--- src/design/csa_pkg.sv ---
// ----------------------------------------------------------------
// Shared constants and types of the command stream front end
// ----------------------------------------------------------------
package csa_pkg;

  // Register byte offsets
  localparam logic [15:0] OFS_PARSE_PTR = 16'h20c8;
  localparam logic [15:0] OFS_BSTART = 16'h20cc;
  localparam logic [15:0] OFS_BEND = 16'h20d0;
  localparam logic [15:0] OFS_FADDR = 16'h20d4;
  localparam logic [15:0] OFS_MEMMODE = 16'h20dc;
  localparam logic [15:0] OFS_IDENT = 16'h2100;
  localparam logic [15:0] OFS_ERRID = 16'h2104;
  localparam logic [15:0] OFS_ERRMASK = 16'h2108;
  localparam logic [15:0] OFS_PSTATE = 16'h210c;
  localparam logic [15:0] OFS_PMODE = 16'h2110;
  localparam logic [15:0] OFS_STATUS = 16'h2114;

  // Field widths and positions
  localparam int ADDR_W = 23;
  localparam int ADDR_LSB = 3;
  localparam int PTR_W = 17;
  localparam int PTR_LSB = 2;
  localparam int IRQ_W = 16;
  localparam int ERR_W = 6;
  localparam int PS_DMA_LSB = 10;
  localparam int PS_SW_LSB = 8;
  localparam int PS_ARB_LSB = 4;
  localparam int B_ERR = 15;
  localparam int B_SYNC = 12;
  localparam int B_PFLIP = 11;
  localparam int B_OFLIP = 9;
  localparam int B_PREF_DIS = 5;
  localparam int B_SYNC_EN = 5;
  localparam int E_PARSER = 0;
  localparam int E_UNDER = 3;
  localparam int E_PTE = 4;
  localparam int E_REFRESH = 5;

  // Reset values and write masks
  localparam logic [31:0] MEMMODE_RST = 32'h0000_0000;
  localparam logic [31:0] MEMMODE_MASK = 32'h0000_0027;
  localparam logic [5:0] ERRMASK_RST = 6'h00;

  // Fetch user and batch source codes
  localparam logic [1:0] SRC_LOW = 2'h0;
  localparam logic [1:0] SRC_INTR = 2'h1;
  localparam logic [1:0] USR_BLOW = 2'h2;
  localparam logic [1:0] USR_BINTR = 2'h3;

  // Declaration order sets the debug codes of each machine
  typedef enum logic [1:0] {DMA_IDLE, DMA_REQ, DMA_WAIT, DMA_RACK} csa_dma_t;
  typedef enum logic [1:0] {SW_IDLE, SW_BLOCK, SW_STOP, SW_POP} csa_sw_t;
  typedef enum logic [3:0] {ARB_IDLE, ARB_LOW, ARB_L2I, ARB_LBAT, ARB_L2B,
    ARB_INTR, ARB_I2B, ARB_IBAT, ARB_I2D} csa_arb_t;
  typedef enum logic [3:0] {CPR_IDLE, CPR_SW, CPR_HDR, CPR_CMD, CPR_EVT,
    CPR_FLSH, CPR_STDA, CPR_STDW, CPR_HLD1, CPR_HLD2, CPR_WT, CPR_POPA,
    CPR_POPB} csa_cpr_t;
  // Packet kinds decoded ahead of the parser
  typedef enum logic [2:0] {K_CMD, K_NONPIPE, K_FLUSH, K_STORE, K_EVENT,
    K_FAST, K_PFLIP, K_OFLIP} csa_kind_t;

endpackage

--- src/design/csa_top.sv ---
// Our own choice: the Avalon-MM slave port.
`timescale 1ns/1ns
// Summary of operation
// - Fetch codes 00/01/10; request only with room
// - Fetch state 11 holds request until acknowledged
// - Source switch codes idle/block/stop/drain
// - Switch: block parser, stop fetch, drain FIFO
// - Arbiter codes for idle, rings and batches
// - Low to interrupt ring passes state 0010
// - Batch entry passes 0100 or 0110
// - Wait-for-event from interrupt ring enters 1000
// - Parser 0000 idle, 0001 awaits idle engines
// - State 0101 flushes cache after engines done
// - Store: 0110, 0111, then holds 1000, 1001
// - Parse pointer gives dword offset in batch
// - Batch start/end captured with source ring
// - Stack-resumed batch leaves captures untouched
// - Fetch register shows address and fetch user
// - Memory mode bit 5 set disables prefetch
// - Error master bit cleared in two writes
// - Error master gathers four masked causes
// - Sync bit toggles after flush completes
// - Primary flip pending set, cleared on flip
// - Overlay flip pending cleared at vertical blank
module csa_top (
  input wire logic mclk,
  input wire logic rst,
  input wire logic [15:0] avs_address,
  input wire logic avs_read,
  input wire logic avs_write,
  input wire logic [31:0] avs_writedata,
  input wire logic [3:0] avs_byteenable,
  output logic [31:0] avs_readdata,
  output logic avs_waitrequest,
  input wire logic low_ring_valid,
  input wire logic intr_ring_valid,
  input wire logic [22:0] ring_fetch_addr,
  input wire logic batch_req,
  input wire logic batch_from_stack,
  input wire logic [22:0] batch_start,
  input wire logic [22:0] batch_end,
  input wire logic batch_done,
  input wire logic fifo_room,
  input wire logic fifo_empty,
  input wire logic mem_ack,
  output logic mem_req,
  output logic [22:0] fetch_addr,
  output logic fifo_pop,
  input wire logic hdr_valid,
  input wire csa_pkg::csa_kind_t hdr_kind,
  input wire logic ext_xfer,
  output logic hdr_ready,
  input wire logic engines_idle,
  input wire logic flush_done,
  output logic cache_flush_req,
  output logic store_addr_phase,
  output logic store_data_phase,
  output logic ext_hold,
  input wire logic pri_flip_done,
  input wire logic vblank,
  input wire logic err_refresh,
  input wire logic err_page_table,
  input wire logic err_underrun,
  input wire logic err_parser,
  output logic prefetch_disable
);
  import csa_pkg::*;

  // ----------------------------------------------------------------
  // State
  // ----------------------------------------------------------------
  typedef struct packed {
    csa_sw_t sw; // Source switch machine
    csa_arb_t arb; // Ring arbiter machine
    csa_cpr_t cpr; // Parser machine
    logic [PTR_W-1:0] ptr; // Dword offset inside batch
    logic [ADDR_W-1:0] bstart; // Captured batch start
    logic [ADDR_W-1:0] bend; // Captured batch end
    logic [1:0] bsrc; // Ring that launched the batch
    logic [ADDR_W-1:0] faddr; // Current fetch address
    logic [31:0] mmode; // Memory interface mode
    logic sync_en; // Sync flush enable
    logic sync_tgl; // Sync status toggle
    logic pflip; // Primary flip pending
    logic oflip; // Overlay flip pending
    logic [IRQ_W-1:0] ident; // Sticky identity bits
    logic [ERR_W-1:0] errid; // Sticky error causes
    logic [ERR_W-1:0] errmask; // Error mask, 1 = masked
    logic rsp; // Bus answer cycle
    logic [31:0] rdata; // Read data
  } csa_top_state_t;

  csa_top_state_t s_r; // Registered state
  csa_top_state_t s_nxt; // Next state
  csa_dma_t dma_st; // Fetch machine state
  logic fetch_done; // Fetch machine idle
  logic fetch_run; // Arbiter wants fetch
  logic active; // A source is being parsed
  logic in_batch; // Parsing a batch buffer
  logic block; // Parser held by the switch
  logic take; // Header accepted this cycle
  logic sw_done; // Switch sequence completes
  logic wr; // Write commits this cycle
  logic [31:0] wm; // Write data under byte enables
  logic [31:0] rd_word; // Read mux output
  logic err_master; // Any unmasked error cause
  logic [ERR_W-1:0] err_set; // Error cause pulses
  logic [IRQ_W-1:0] id_set; // Identity set pulses

  // Expand byte enables to a bit mask
  function automatic logic [31:0] be_mask(input logic [3:0] be);
    logic [31:0] m;
    m = '0;
    for (int i = 0; i < 4; i++) m[i*8 +: 8] = {8{be[i]}};
    return m;
  endfunction

  // Write-one-to-clear bits for one register
  function automatic logic [31:0] w1c(input logic hit,
                                      input logic [31:0] d);
    return hit ? d : '0;
  endfunction

  // ----------------------------------------------------------------
  // Fetch FIFO machine
  // ----------------------------------------------------------------
  csa_fetch_fsm u_fetch (
    .mclk(mclk),
    .rst(rst),
    .run(fetch_run),
    .stop(s_r.sw == SW_STOP),
    .room(fifo_room),
    .ack(mem_ack),
    .mem_req(mem_req),
    .done(fetch_done),
    .state_o(dma_st)
  );

  // ----------------------------------------------------------------
  // Next state
  // ----------------------------------------------------------------
  always_comb begin
    s_nxt = s_r;
    active = s_r.arb inside {ARB_LOW, ARB_INTR, ARB_LBAT, ARB_IBAT};
    in_batch = s_r.arb inside {ARB_LBAT, ARB_IBAT};
    fetch_run = active;
    block = s_r.sw != SW_IDLE;
    take = active && !block && s_r.cpr == CPR_IDLE && hdr_valid;
    sw_done = s_r.sw == SW_POP && fifo_empty && fetch_done;
    wr = avs_write && s_r.rsp;
    wm = avs_writedata & be_mask(avs_byteenable);
    err_set = '0;
    id_set = '0;

    // Source switch: block, stop fetch, drain
    case (s_r.sw)
      SW_IDLE: begin
        if (s_r.arb inside {ARB_L2I, ARB_L2B, ARB_I2B, ARB_I2D})
          s_nxt.sw = SW_BLOCK;
      end
      SW_BLOCK: if (s_r.cpr == CPR_IDLE) s_nxt.sw = SW_STOP;
      SW_STOP: if (fetch_done) s_nxt.sw = SW_POP;
      SW_POP: if (sw_done) s_nxt.sw = SW_IDLE;
      default: s_nxt.sw = SW_IDLE;
    endcase

    // Ring arbiter; the parser masks a ring by leaving it
    case (s_r.arb)
      ARB_IDLE: begin
        if (intr_ring_valid) s_nxt.arb = ARB_INTR;
        else if (low_ring_valid) s_nxt.arb = ARB_LOW;
        if (intr_ring_valid || low_ring_valid) s_nxt.faddr = ring_fetch_addr;
      end
      ARB_LOW: begin
        if (intr_ring_valid) s_nxt.arb = ARB_L2I;
        else if (batch_req) s_nxt.arb = ARB_L2B;
        else if (!low_ring_valid) s_nxt.arb = ARB_IDLE;
      end
      ARB_INTR: begin
        if (take && hdr_kind == K_EVENT) s_nxt.arb = ARB_I2D;
        else if (batch_req) s_nxt.arb = ARB_I2B;
        else if (!intr_ring_valid) s_nxt.arb = ARB_IDLE;
      end
      ARB_L2I: if (sw_done) s_nxt.arb = ARB_INTR;
      ARB_L2B: if (sw_done) s_nxt.arb = ARB_LBAT;
      ARB_I2B: if (sw_done) s_nxt.arb = ARB_IBAT;
      ARB_I2D: if (sw_done) s_nxt.arb = ARB_IDLE;
      ARB_LBAT: if (batch_done) s_nxt.arb = ARB_LOW;
      ARB_IBAT: if (batch_done) s_nxt.arb = ARB_INTR;
      default: s_nxt.arb = ARB_IDLE;
    endcase

    // Capture batch bounds, except when resumed from the stack
    if (batch_req && !batch_from_stack && !block &&
        s_r.arb inside {ARB_LOW, ARB_INTR}) begin
      s_nxt.bstart = batch_start;
      s_nxt.bend = batch_end;
      s_nxt.bsrc = s_r.arb == ARB_LOW ? SRC_LOW : SRC_INTR;
    end

    // Fetch address reloads at a switch and steps per accepted fetch
    if (sw_done) begin
      if (s_r.arb inside {ARB_L2B, ARB_I2B}) s_nxt.faddr = s_r.bstart;
      else s_nxt.faddr = ring_fetch_addr;
    end else if (mem_req && mem_ack) begin
      s_nxt.faddr = s_r.faddr + ADDR_W'(1);
    end

    // Parse pointer restarts at each batch entry
    if (sw_done) s_nxt.ptr = '0;
    else if (take && in_batch) s_nxt.ptr = s_r.ptr + PTR_W'(1);

    // Parser machine
    case (s_r.cpr)
      CPR_IDLE: begin
        if (take) begin
          case (hdr_kind)
            K_NONPIPE: s_nxt.cpr = CPR_SW;
            K_FLUSH: s_nxt.cpr = CPR_FLSH;
            K_STORE: s_nxt.cpr = CPR_STDA;
            K_EVENT: s_nxt.cpr = CPR_EVT;
            K_FAST: s_nxt.cpr = CPR_POPA;
            K_CMD: s_nxt.cpr = CPR_CMD;
            default: s_nxt.cpr = CPR_HDR;
          endcase
        end
      end
      CPR_SW: if (engines_idle) s_nxt.cpr = CPR_CMD;
      CPR_CMD: s_nxt.cpr = ext_xfer ? CPR_HLD1 : CPR_IDLE;
      CPR_STDA: s_nxt.cpr = CPR_STDW;
      CPR_STDW: s_nxt.cpr = CPR_HLD1;
      CPR_HLD1: s_nxt.cpr = CPR_HLD2;
      CPR_HLD2: s_nxt.cpr = CPR_IDLE;
      CPR_FLSH: if (engines_idle) s_nxt.cpr = CPR_WT;
      CPR_WT: begin
        // Toggle only once every engine has flushed
        if (flush_done) begin
          s_nxt.cpr = CPR_IDLE;
          if (s_r.sync_en) begin
            s_nxt.sync_tgl = !s_r.sync_tgl;
            id_set[B_SYNC] = 1'b1;
          end
        end
      end
      CPR_POPA: s_nxt.cpr = CPR_POPB;
      default: s_nxt.cpr = CPR_IDLE;
    endcase

    // Error causes and master bit
    err_set[E_REFRESH] = err_refresh;
    err_set[E_PTE] = err_page_table;
    err_set[E_UNDER] = err_underrun;
    err_set[E_PARSER] = err_parser;
    err_master = |(s_r.errid & ~s_r.errmask);
    id_set[B_ERR] = err_master;

    // Flip tracking; identity records flip occurred
    if (pri_flip_done && s_r.pflip) id_set[B_PFLIP] = 1'b1;
    if (vblank && s_r.oflip) id_set[B_OFLIP] = 1'b1;
    if (pri_flip_done) s_nxt.pflip = 1'b0;
    if (vblank) s_nxt.oflip = 1'b0;
    // A new flip packet wins over a same-cycle clear
    if (take && hdr_kind == K_PFLIP) s_nxt.pflip = 1'b1;
    if (take && hdr_kind == K_OFLIP) s_nxt.oflip = 1'b1;

    // Register writes; debug state fields have no write path
    if (wr && avs_address == OFS_MEMMODE) begin
      s_nxt.mmode = (s_r.mmode & ~be_mask(avs_byteenable)) |
                    (wm & MEMMODE_MASK);
    end
    if (wr && avs_address == OFS_ERRMASK) s_nxt.errmask = wm[ERR_W-1:0];
    if (s_r.cpr == CPR_WT && flush_done) s_nxt.sync_en = 1'b0;
    if (wr && avs_address == OFS_PMODE && avs_byteenable[0])
      s_nxt.sync_en = avs_writedata[B_SYNC_EN];
    // Sticky bits: a set in the clearing cycle survives
    s_nxt.errid = ERR_W'(32'(s_r.errid) & ~w1c(wr && avs_address ==
                  OFS_ERRID, wm)) | err_set;
    s_nxt.ident = IRQ_W'(32'(s_r.ident) & ~w1c(wr && avs_address ==
                  OFS_IDENT, wm)) | id_set;

    // Read mux, sampled in the first cycle of a read
    case (avs_address)
      OFS_PARSE_PTR: rd_word = 32'(s_r.ptr) << PTR_LSB;
      OFS_BSTART: rd_word = (32'(s_r.bstart) << ADDR_LSB) |
                            32'(s_r.bsrc);
      OFS_BEND: rd_word = (32'(s_r.bend) << ADDR_LSB) | 32'(s_r.bsrc);
      OFS_FADDR: rd_word = (32'(s_r.faddr) << ADDR_LSB) |
        32'(s_r.arb == ARB_LBAT ? USR_BLOW : s_r.arb == ARB_IBAT ?
            USR_BINTR : s_r.arb inside {ARB_INTR, ARB_I2B, ARB_I2D} ?
            SRC_INTR : SRC_LOW);
      OFS_MEMMODE: rd_word = s_r.mmode;
      OFS_IDENT: rd_word = 32'(s_r.ident);
      OFS_ERRID: rd_word = 32'(s_r.errid);
      OFS_ERRMASK: rd_word = 32'(s_r.errmask);
      OFS_PSTATE: rd_word = (32'(dma_st) << PS_DMA_LSB) |
        (32'(s_r.sw) << PS_SW_LSB) | (32'(s_r.arb) << PS_ARB_LSB) |
        32'(s_r.cpr);
      OFS_PMODE: rd_word = 32'(s_r.sync_en) << B_SYNC_EN;
      OFS_STATUS: rd_word = (32'(err_master) << B_ERR) |
        (32'(s_r.sync_tgl) << B_SYNC) | (32'(s_r.pflip) << B_PFLIP) |
        (32'(s_r.oflip) << B_OFLIP);
      default: rd_word = '0; // Unmapped reads as zero
    endcase

    // Every access waits exactly one cycle
    s_nxt.rsp = (avs_read || avs_write) && !s_r.rsp;
    if (avs_read && !s_r.rsp) s_nxt.rdata = rd_word;
  end

  // ----------------------------------------------------------------
  // Outputs
  // ----------------------------------------------------------------
  assign avs_waitrequest = (avs_read || avs_write) && !s_r.rsp;
  assign avs_readdata = s_r.rdata;
  assign fetch_addr = s_r.faddr;
  assign fifo_pop = s_r.sw == SW_POP && !fifo_empty;
  assign hdr_ready = active && !block && s_r.cpr == CPR_IDLE;
  assign cache_flush_req = s_r.cpr == CPR_FLSH && engines_idle;
  assign store_addr_phase = s_r.cpr == CPR_STDA;
  assign store_data_phase = s_r.cpr == CPR_STDW;
  assign ext_hold = s_r.cpr inside {CPR_HLD1, CPR_HLD2};
  assign prefetch_disable = s_r.mmode[B_PREF_DIS];

  // State register
  always_ff @(posedge mclk or posedge rst) begin
    if (rst) begin
      s_r <= '0;
      s_r.mmode <= MEMMODE_RST;
      s_r.errmask <= ERRMASK_RST;
    end else begin
      s_r <= s_nxt;
    end
  end
endmodule

--- src/design/csa_fetch_fsm.sv ---
`timescale 1ns/1ns
// ----------------------------------------------------------------
// Fetch FIFO request machine
// ----------------------------------------------------------------
module csa_fetch_fsm (
  input wire logic mclk,
  input wire logic rst,
  input wire logic run,
  input wire logic stop,
  input wire logic room,
  input wire logic ack,
  output logic mem_req,
  output logic done,
  output csa_pkg::csa_dma_t state_o
);
  import csa_pkg::*;

  // All state of this machine
  typedef struct packed {
    csa_dma_t st;
  } csa_fetch_state_t;

  csa_fetch_state_t s_r; // Registered state
  csa_fetch_state_t s_nxt; // Next state
  logic quit; // Switch stops or arbiter withdraws the fetch

  // ----------------------------------------------------------------
  // Next state
  // ----------------------------------------------------------------
  always_comb begin
    s_nxt = s_r;
    quit = stop || !run;
    case (s_r.st)
      DMA_IDLE: begin
        if (!quit) s_nxt.st = room ? DMA_REQ : DMA_WAIT;
      end
      DMA_REQ: begin
        if (quit) s_nxt.st = DMA_IDLE;
        else if (!room) s_nxt.st = DMA_WAIT;
        else if (!ack) s_nxt.st = DMA_RACK;
      end
      DMA_WAIT: begin
        // Stay until the FIFO frees a slot or the fetch quits
        if (quit) s_nxt.st = DMA_IDLE;
        else if (room) s_nxt.st = DMA_REQ;
      end
      DMA_RACK: begin
        // An issued request cannot be withdrawn, even on stop
        if (ack) s_nxt.st = quit ? DMA_IDLE : (room ? DMA_REQ : DMA_WAIT);
      end
      default: s_nxt.st = DMA_IDLE;
    endcase
  end

  // Request only with room, held while unacknowledged
  assign mem_req = (s_r.st == DMA_REQ && room && !quit) ||
                   s_r.st == DMA_RACK;
  assign done = s_r.st == DMA_IDLE;
  assign state_o = s_r.st;

  // State register
  always_ff @(posedge mclk or posedge rst) begin
    if (rst) s_r <= '{st: DMA_IDLE};
    else s_r <= s_nxt;
  end
endmodule

--- config.mk ---
export PLATFORM = sky130hd
export DESIGN_NAME = csa_top
export DESIGN_NICKNAME = d
export VERILOG_FILES = /design/src/design/csa_pkg.sv /design/src/design/csa_top.sv /design/src/design/csa_fetch_fsm.sv
export SDC_FILE = /design/constraint.sdc
export NUM_CORES = 1
export LEC_CHECK = 0
export CAP_MARGIN = 40
export CORE_ASPECT_RATIO = 1.1
export CORE_MARGIN = 4
export CORE_UTILIZATION = 50
export CTS_CLUSTER_SIZE = 24
export DETAILED_ROUTE_END_ITERATION = 8
export DONT_BUFFER_PORTS = 1
export RECOVER_POWER = 50
export SLEW_MARGIN = 20
export SYNTH_ARGS = -nofsm -noshare
export SYNTH_HDL_FRONTEND = slang
export SYNTH_SLANG_ARGS = --single-unit
--- constraint.sdc ---
create_clock -name mclk -period 8.2 [get_ports mclk]
set_input_delay 0.82 -clock mclk [delete_from_list [all_inputs] [get_ports mclk]]
set_output_delay 0.82 -clock mclk [all_outputs]
set_load 0.01 [all_outputs]
==> load_flow_metrics.sql, run 1 <==
INSERT INTO impl_metrics (metric_group, metric, value, unit) VALUES
('status', 'status', 'finished, violations left', ''),
('status', 'violations', 'capacitance limit, slew limit', ''),
('placement', 'placed_cells', '1178', ''),
('power', 'netSwitchingPower', '1.14', 'mW'),
('synthesis', 'syn-num-nets', '1172', ''),
('detailed_routing', 'routedWlPerCell', '25.6', 'um'),
('synthesis', 'postSynth.topFlopCell', 'sky130_fd_sc_hd__dfrtp_1', ''),
('synthesis', 'ys_types', '75', ''),
('detailed_routing', 'routed-wl-met3', '2460', 'um'),
('detailed_routing', 'route.met2.wl', '15400', 'um'),
('setup_path', 'timing_worst_setup_path_type', 'primary input to async pin', ''),
('worst_hold_path', 'min-delay-start', 'avs_writedata[1]', ''),
('setup_path', 'crit_chain', 'clkinvlp_2, buf_16, clkbuf_1, buf_16', ''),
('power', 'intPower', '2.02', 'mW'),
('detailed_routing', 'drt-pass1-iter-count', '9', ''),
('timing', 'slew_viol_final', '68', ''),
('detailed_routing', 'drt-total-wl', '31000', 'um'),
('placement', 'place.gp.congestion', '0.838', ''),
('setup_path', 'critPathRequiredTime', '8810', 'ps'),
('synthesis', 'yosysMostFrequentCell', 'sky130_fd_sc_hd__dfrtp_1', ''),
('power', 'sequentialPowerShare', '49.8', '%'),
('synthesis', 'synth_area', '10500', 'um^2'),
('finish', 'postLayoutCellArea', '11000', 'um^2'),
('timing', 'grt_setup_unrepaired', 'no', ''),
('power', 'netSwitchingFraction', '36.0', '%'),
('timing', 'setup-tns-final', '0', 'ps'),
('cts', 'ctsHoldBuffers', '0', ''),
('synthesis', 'ys_seq_area_share', '46.6', '%'),
('setup_path', 'rr_worst_depth', '6', ''),
('detailed_routing', 'detail_route.drc_violations', '0', ''),
('detailed_routing', 'top_layer_used', 'met4', ''),
('synthesis', 'synth-seq-cells', '196', ''),
('grt', 'total_gr_overflow', '0', ''),
('cts', 'clock_sinks', '196', ''),
('synthesis', 'synthTopCellsByCount', 'sky130_fd_sc_hd__dfrtp_1 (196), sky130_fd_sc_hd__nand2_1 (78), sky130_fd_sc_hd__mux2_2 (68), sky130_fd_sc_hd__buf_4 (61), sky130_fd_sc_hd__nor2_1 (53)', ''),
('finish', 'multi_input_area', '4910', 'um^2'),
('power', 'vdd_ir_drop_max', '0.000159', 'V'),
('setup_path', 'cp_data_arrival_time', '4290', 'ps'),
('grt', 'grt_start_max_net_pins', '69', ''),
('timing', 'worstMarginPinSlew', '3150', 'ps'),
('finish', 'utilization', '53.1', '%'),
('timing', 'fin_crit', '3680', 'ps'),
('setup_path', 'timing.critical_path.fanout_max', '68', ''),
('floorplanning', 'floorplan.rows', '55', ''),
('cts', 'tritoncts', 'built', ''),
('detailed_routing', 'routedLengthMet1', '12600', 'um'),
('setup_path', 'most_repeated_library_cell_on_the_critical_path', 'sky130_fd_sc_hd__buf_16', ''),
('timing', 'finClkSkew', '8.63', 'ps'),
('cts', 'clock_tree.htree_level_count', '4', ''),
('setup_path', 'slowest_delay', '1740', 'ps'),
('flow_run', 'maxCapViolCount', '1', ''),
('power', 'power-per-cell-area', '289', 'nW/um^2'),
('floorplanning', 'die_y', '160', 'um'),
('floorplanning', 'die_outline_area', '23500', 'um^2'),
('finish', 'layout.nets', '1095', ''),
('power', 'p_clk_share', '25.9', '%'),
('worst_hold_path', 'hold_path.class', 'primary input to flop', ''),
('placement', 'hpwl_dp', '23000', 'um'),
('detailed_routing', 'routed_via_density', '6.52', ''),
('grt', 'overall_track_demand_over_capacity_in_global_routing', '26.3', '%'),
('synthesis', 'yosysTopAreaCell', 'sky130_fd_sc_hd__dfrtp_1', ''),
('worst_hold_path', 'whs_endpoint', 's_r[40]', ''),
('setup_path', 'slowest_stage_cell_on_the_critical_path', 'sky130_fd_sc_hd__clkinvlp_2', ''),
('cts', 'worst_skew_pair.late_latency', '430', 'ps'),
('power', 'p_leak', '4.75', 'nW'),
('timing', 'final_hold_viol_count', '0', ''),
('worst_hold_path', 'hold-path-cell-count', '1', ''),
('synthesis', 'synthesis.yosys.warnings', '0', ''),
('synthesis', 'synth_edf_count', '0', ''),
('timing', 'fin_hold_ws', '462', 'ps'),
('power', 'p_comb_share', '24.3', '%');
## state kept, by name, summed over array words and instances (netlist names), named ones only
| register | flops |
|---|---|
| avs_readdata | 32 |
| s_r | 135 |
| fetch_addr | 23 |
| u_fetch.state_o | 2 |
## kinds of logic after synthesis
group | synth area share (%)
buf+inv | 7.09
simple gates | 17.8
xor+xnor | 1.75
mux | 8.55
fa+ha+maj | 0.832
compound gates | 17.4
flops | 46.6
## per-stage QoR
stage                     power, mW  setup slack (ps)
final                          3.16              4520
after global routing           3.34              3940
after CTS                      3.18              4990
after detailed placement       2.36              4580
after global placement         2.34              4650
after floorplan                2.14              2040
## per-layer routing
metal / vias to the layer above / global-route usage (%)
li1: 3594 / -
met1: 3974 / 34.2
met2: 306 / 43.5
met3: 37 / 6.78
met4: 0 / 7.83
met5: - / 0
## cells in the final DEF (no fill, tap or decap), types with 12 or more instances in the layout
| cell | synthesis | final |
|---|---|---|
| sky130_fd_sc_hd__a22oi_1 | 23 | 23 |
| sky130_fd_sc_hd__a222oi_1 | 19 | 19 |
| sky130_fd_sc_hd__nor2b_1 | 26 | 26 |
| sky130_fd_sc_hd__a21boi_0 | 12 | 12 |
| sky130_fd_sc_hd__mux2_2 | 68 | 68 |
| sky130_fd_sc_hd__nor3_1 | 16 | 16 |
| sky130_fd_sc_hd__buf_4 | 61 | 12 |
| sky130_fd_sc_hd__a21o_1 | 19 | 19 |
| sky130_fd_sc_hd__clkbuf_16 | 0 | 17 |
| sky130_fd_sc_hd__nor2_1 | 53 | 53 |
| sky130_fd_sc_hd__a21oi_1 | 35 | 35 |
| sky130_fd_sc_hd__nand2_1 | 78 | 78 |
| sky130_fd_sc_hd__nand3_1 | 29 | 29 |
| sky130_fd_sc_hd__a31oi_1 | 20 | 20 |
| sky130_fd_sc_hd__o21ai_0 | 39 | 39 |
| sky130_fd_sc_hd__inv_1 | 19 | 18 |
| sky130_fd_sc_hd__and2_1 | 19 | 19 |
| sky130_fd_sc_hd__o21ai_1 | 13 | 13 |
| sky130_fd_sc_hd__dfrtp_1 | 196 | 196 |
## cell type report
cell class                 count  share of cell area, %
antenna                        4                 0.0913
inverter                      20                  0.696
tap                          256                   2.92
sequential                   196                   44.8
clock inverter                 8                  0.959
multi-input combinational    690                   44.8
clock buffer                  22                   4.14
timing repair buffer          17                   1.66
## power by group through the flow
stage | combinational [mW] | clock (mW) | sequential (mW)
floorplan | 0.800 | 0 | 1.34
global placement | 0.750 | 0 | 1.59
detailed placement | 0.768 | 0 | 1.59
CTS | 0.772 | 0.836 | 1.57
global route | 0.861 | 0.877 | 1.61
finish | 0.769 | 0.820 | 1.57
## critical path, delay by kind of cell
kind     cells  cell delay, ps
buf+inv      4            3360
## worst max path at each step
stage,from,end,slack (ps),depth (start not counted)
final,rst,fetch_addr[15],4520,4
after global routing,rst,s_r[146],3940,4
after CTS,s_r[189],fetch_addr[7],4990,6
after detailed placement,avs_address[5],s_r[77],4580,7
after global placement,avs_address[5],s_r[74],4650,7
after floorplan,rst,async pin,2040,1
Power figures use the tool's default switching activity.
==> inputs of run 2 (changes only) <==
clock period = 3.7 ns   (was 8.2 ns; I/O delays follow)
==> load_flow_metrics.sql, run 2 (same netlist as run 1, synthesis figures left out) <==
INSERT INTO impl_metrics (metric_group, metric, value, unit) VALUES
('placement', 'port-buffer-count', '0', ''),
('floorplanning', 'die_y', '160', 'um'),
('cts', 'clk_path_buf_depth', '2', ''),
('floorplanning', 'core_area', '20600', 'um^2'),
('power', 'netSwitchingFraction', '36.1', '%'),
('finish', 'final_layout_size_suffix_gt1_share', '16.0', '%'),
('finish', 'regArea', '4900', 'um^2'),
('power', 'p_clk_share', '26.3', '%'),
('cts', 'tritoncts', 'built', ''),
('timing', 'setup-tns-final', '0', 'ps'),
('grt', 'antenna_found_initial', '6', ''),
('power', 'p_comb_share', '24.8', '%'),
('power', 'vdd_ir_drop_max', '0.000348', 'V'),
('placement', 'place.gp.congestion', '0.874', ''),
('setup_path', 'setup.worst_path.start_class', 'flop', ''),
('detailed_routing', 'detail_route.drc_violations', '0', ''),
('power', 'p_leak', '4.79', 'nW'),
('setup_path', 'slowest_stage_cell_on_the_critical_path', 'sky130_fd_sc_hd__nor4bb_1', ''),
('finish', 'layout_commonest_cell', 'sky130_fd_sc_hd__dfrtp_1', ''),
('setup_path', 'timing.critical_path.to_type', 'flop', ''),
('timing', 'max_clock_freq', '0.360', 'GHz'),
('setup_path', 'slowest_delay', '540', 'ps'),
('grt', 'overall_track_demand_over_capacity_in_global_routing', '26.5', '%'),
('cts', 'clkSlewWorstSetupHoldPaths', '70', 'ps'),
('finish', 'mostFrequentLayoutCells', 'sky130_fd_sc_hd__dfrtp_1 (196), sky130_fd_sc_hd__nand2_1 (78), sky130_fd_sc_hd__mux2_2 (68)', ''),
('floorplanning', 'floorplan.rows', '55', ''),
('grt', 'grt_start_max_net_pins', '116', ''),
('cts', 'cts-buffers-inserted', '17', ''),
('status', 'violations', 'capacitance limit, slew limit', ''),
('floorplanning', 'dieWidth', '146', 'um'),
('finish', 'largest_reg_flops', '135', ''),
('finish', 'area_growth_syn_to_layout', '4.61', '%'),
('setup_path', 'timing.critical_path.fanout_max', '25', ''),
('detailed_routing', 'detailroute.via_count', '7892', ''),
('setup_path', 'critPathRequiredTime', '4000', 'ps'),
('detailed_routing', 'ant_nets', '0', ''),
('timing', 'grt_setup_unrepaired', 'no', ''),
('finish', 'layoutNonFillerInstCount', '1227', ''),
('placement', 'hpwl_dp', '23000', 'um'),
('timing', 'slew_headroom', '-93.9', '%'),
('power', 'sequentialPowerShare', '48.8', '%'),
('power', 'intPower', '4.52', 'mW'),
('timing', 'fin_crit', '2780', 'ps'),
('setup_path', 'crit_chain', 'inv_1, ha_1, nor4bb_1, o211ai_1, buf_4, a31o_2, a222oi_1, o21ai_0', ''),
('detailed_routing', 'routed_via_density', '6.43', ''),
('timing', 'min_period_over_period', '75.1', '%'),
('floorplanning', 'boundaryPins', '210', ''),
('setup_path', 'cp_data_arrival_time', '3080', 'ps'),
('timing', 'final_hold_viol_count', '0', ''),
('detailed_routing', 'drt-total-wl', '31100', 'um'),
('cts', 'clock_tree.htree_level_count', '4', ''),
('timing', 'report.final.setup_viol', '0', ''),
('power', 'netSwitchingPower', '2.55', 'mW'),
('grt', 'number_of_global_route_vias_before_repair', '7752', ''),
('timing', 'finClkSkew', '12.9', 'ps'),
('cts', 'clock_sinks', '196', ''),
('detailed_routing', 'routedWlPerCell', '25.3', 'um'),
('placement', 'placed_cells', '1191', ''),
('status', 'status', 'finished, violations left', ''),
('setup_path', 'timing_worst_setup_path_type', 'flop to flop', ''),
('grt', 'total_gr_overflow', '0', ''),
('grt', 'first_pass_grt_wire_length', '47900', 'um'),
('finish', 'fill_cell_instance_count_of_the_final_layout', '1863', ''),
('timing', 'worstMarginPinSlew', '2910', 'ps'),
('detailed_routing', 'dr.first_iter.drc_count', '533', ''),
('power', 'power-per-cell-area', '642', 'nW/um^2'),
('timing', 'slew_viol_final', '199', ''),
('detailed_routing', 'drt-pass1-iter-count', '5', ''),
('cts', 'ctsRootBufferMaster', 'sky130_fd_sc_hd__clkbuf_16', ''),
('floorplanning', 'die_outline_area', '23500', 'um^2'),
('finish', 'layout.nets', '1109', ''),
('flow_run', 'maxCapViolCount', '3', ''),
('worst_hold_path', 'hold_path.class', 'primary input to flop', ''),
('floorplanning', 'initial_core_util', '51.0', '%'),
('finish', 'largest-register', 's_r', ''),
('finish', 'multi_input_area', '4900', 'um^2'),
('cts', 'worst_skew_pair.late_latency', '430', 'ps');
run 2: changes by cell type in the layout (fill, tap and decap cells not counted):
cell | before | now
sky130_fd_sc_hd__clkbuf_8 | 1 | 2
sky130_fd_sc_hd__nor4_2 | 9 | 10
sky130_fd_sc_hd__buf_2 | 1 | 0
sky130_fd_sc_hd__clkinvlp_4 | 3 | 2
sky130_fd_sc_hd__buf_16 | 3 | 0
sky130_fd_sc_hd__clkbuf_2 | 0 | 1
sky130_fd_sc_hd__clkbuf_1 | 5 | 3
sky130_fd_sc_hd__inv_6 | 0 | 3
sky130_fd_sc_hd__nor4_4 | 7 | 6
sky130_fd_sc_hd__buf_4 | 12 | 26
sky130_fd_sc_hd__dlygate4sd3_1 | 0 | 2
run 2: final cells by class:
class                           instances  area share (%)
Sequential cell                       196            44.5
Multi-Input combinational cell        690            44.5
Clock buffer                           20            4.14
Tap cell                              256            2.91
Timing Repair Buffer                   31            2.07
Clock inverter                         10            1.12
Inverter                               20           0.693
Antenna cell                            4          0.0908
run 2: routing by layer:
layer  global-route usage [%]  vias up  part of all wire, %
li1                         -     3603                    -
met1                     33.0     3968                   40
met2                     44.5      271                   50
met3                     7.69       46                  7.6
met4                     8.51        4                  2.1
met5                        0        -                0.090
run 2: power by group through the flow:
stage | clock network, mW | logic, mW | registers, mW
after floorplan | 0 | 1.77 | 2.97
after global placement | 0 | 1.72 | 3.48
after detailed placement | 0 | 1.75 | 3.49
after CTS | 1.90 | 1.76 | 3.45
after global routing | 1.98 | 1.95 | 3.53
final | 1.86 | 1.76 | 3.45
run 2: metrics by stage:
step / hold slack [ps] / setup WS, ps / power, mW / area, um^2 / util, %
after global routing: 5.62 / 429 / 7.46 / 11000 / 53.4
final: 24.3 / 921 / 7.07 / 11000 / 53.4
after detailed placement: 459 / 974 / 5.24 / 10400 / 50.5
after floorplan: 440 / 798 / 4.75 / 10500 / -
after CTS: 7.61 / 941 / 7.11 / 11000 / 53.4
after global placement: 455 / 986 / 5.19 / 10400 / 50.5
run 2: path summary, 6_finish.rpt:
check / from / to / slack (ps) / cells after the start
min: vblank / s_r[61] / 20 / 1
max: s_r[193] / fetch_addr[12] / 920 / 8
max in group asynchronous: rst / avs_readdata[9] / 1040 / 2
max reg2reg: s_r[193] / fetch_addr[12] / 920 / 8
min reg2reg: s_r[81] / s_r[81] / 490 / 1
min in group asynchronous: rst / avs_readdata[31] / 660 / 2
run 2: worst max-delay path, delay by kind of cell (launching register included):
| family | cells | cell delay, ps |
|---|---|---|
| AOI/OAI and AO/OA | 4 | 950 |
| adders and majority gates | 1 | 270 |
| buffers and inverters | 2 | 440 |
| DFF | 1 | 430 |
| and+or+nand+nor | 1 | 540 |
run 2: repair_timing:
item                                   4_1_cts  5_1_grt
endpoints found under the hold margin        2        0
setup buffers                                0        0
hold buffers                                 2        0
gates resized for setup                      0        0
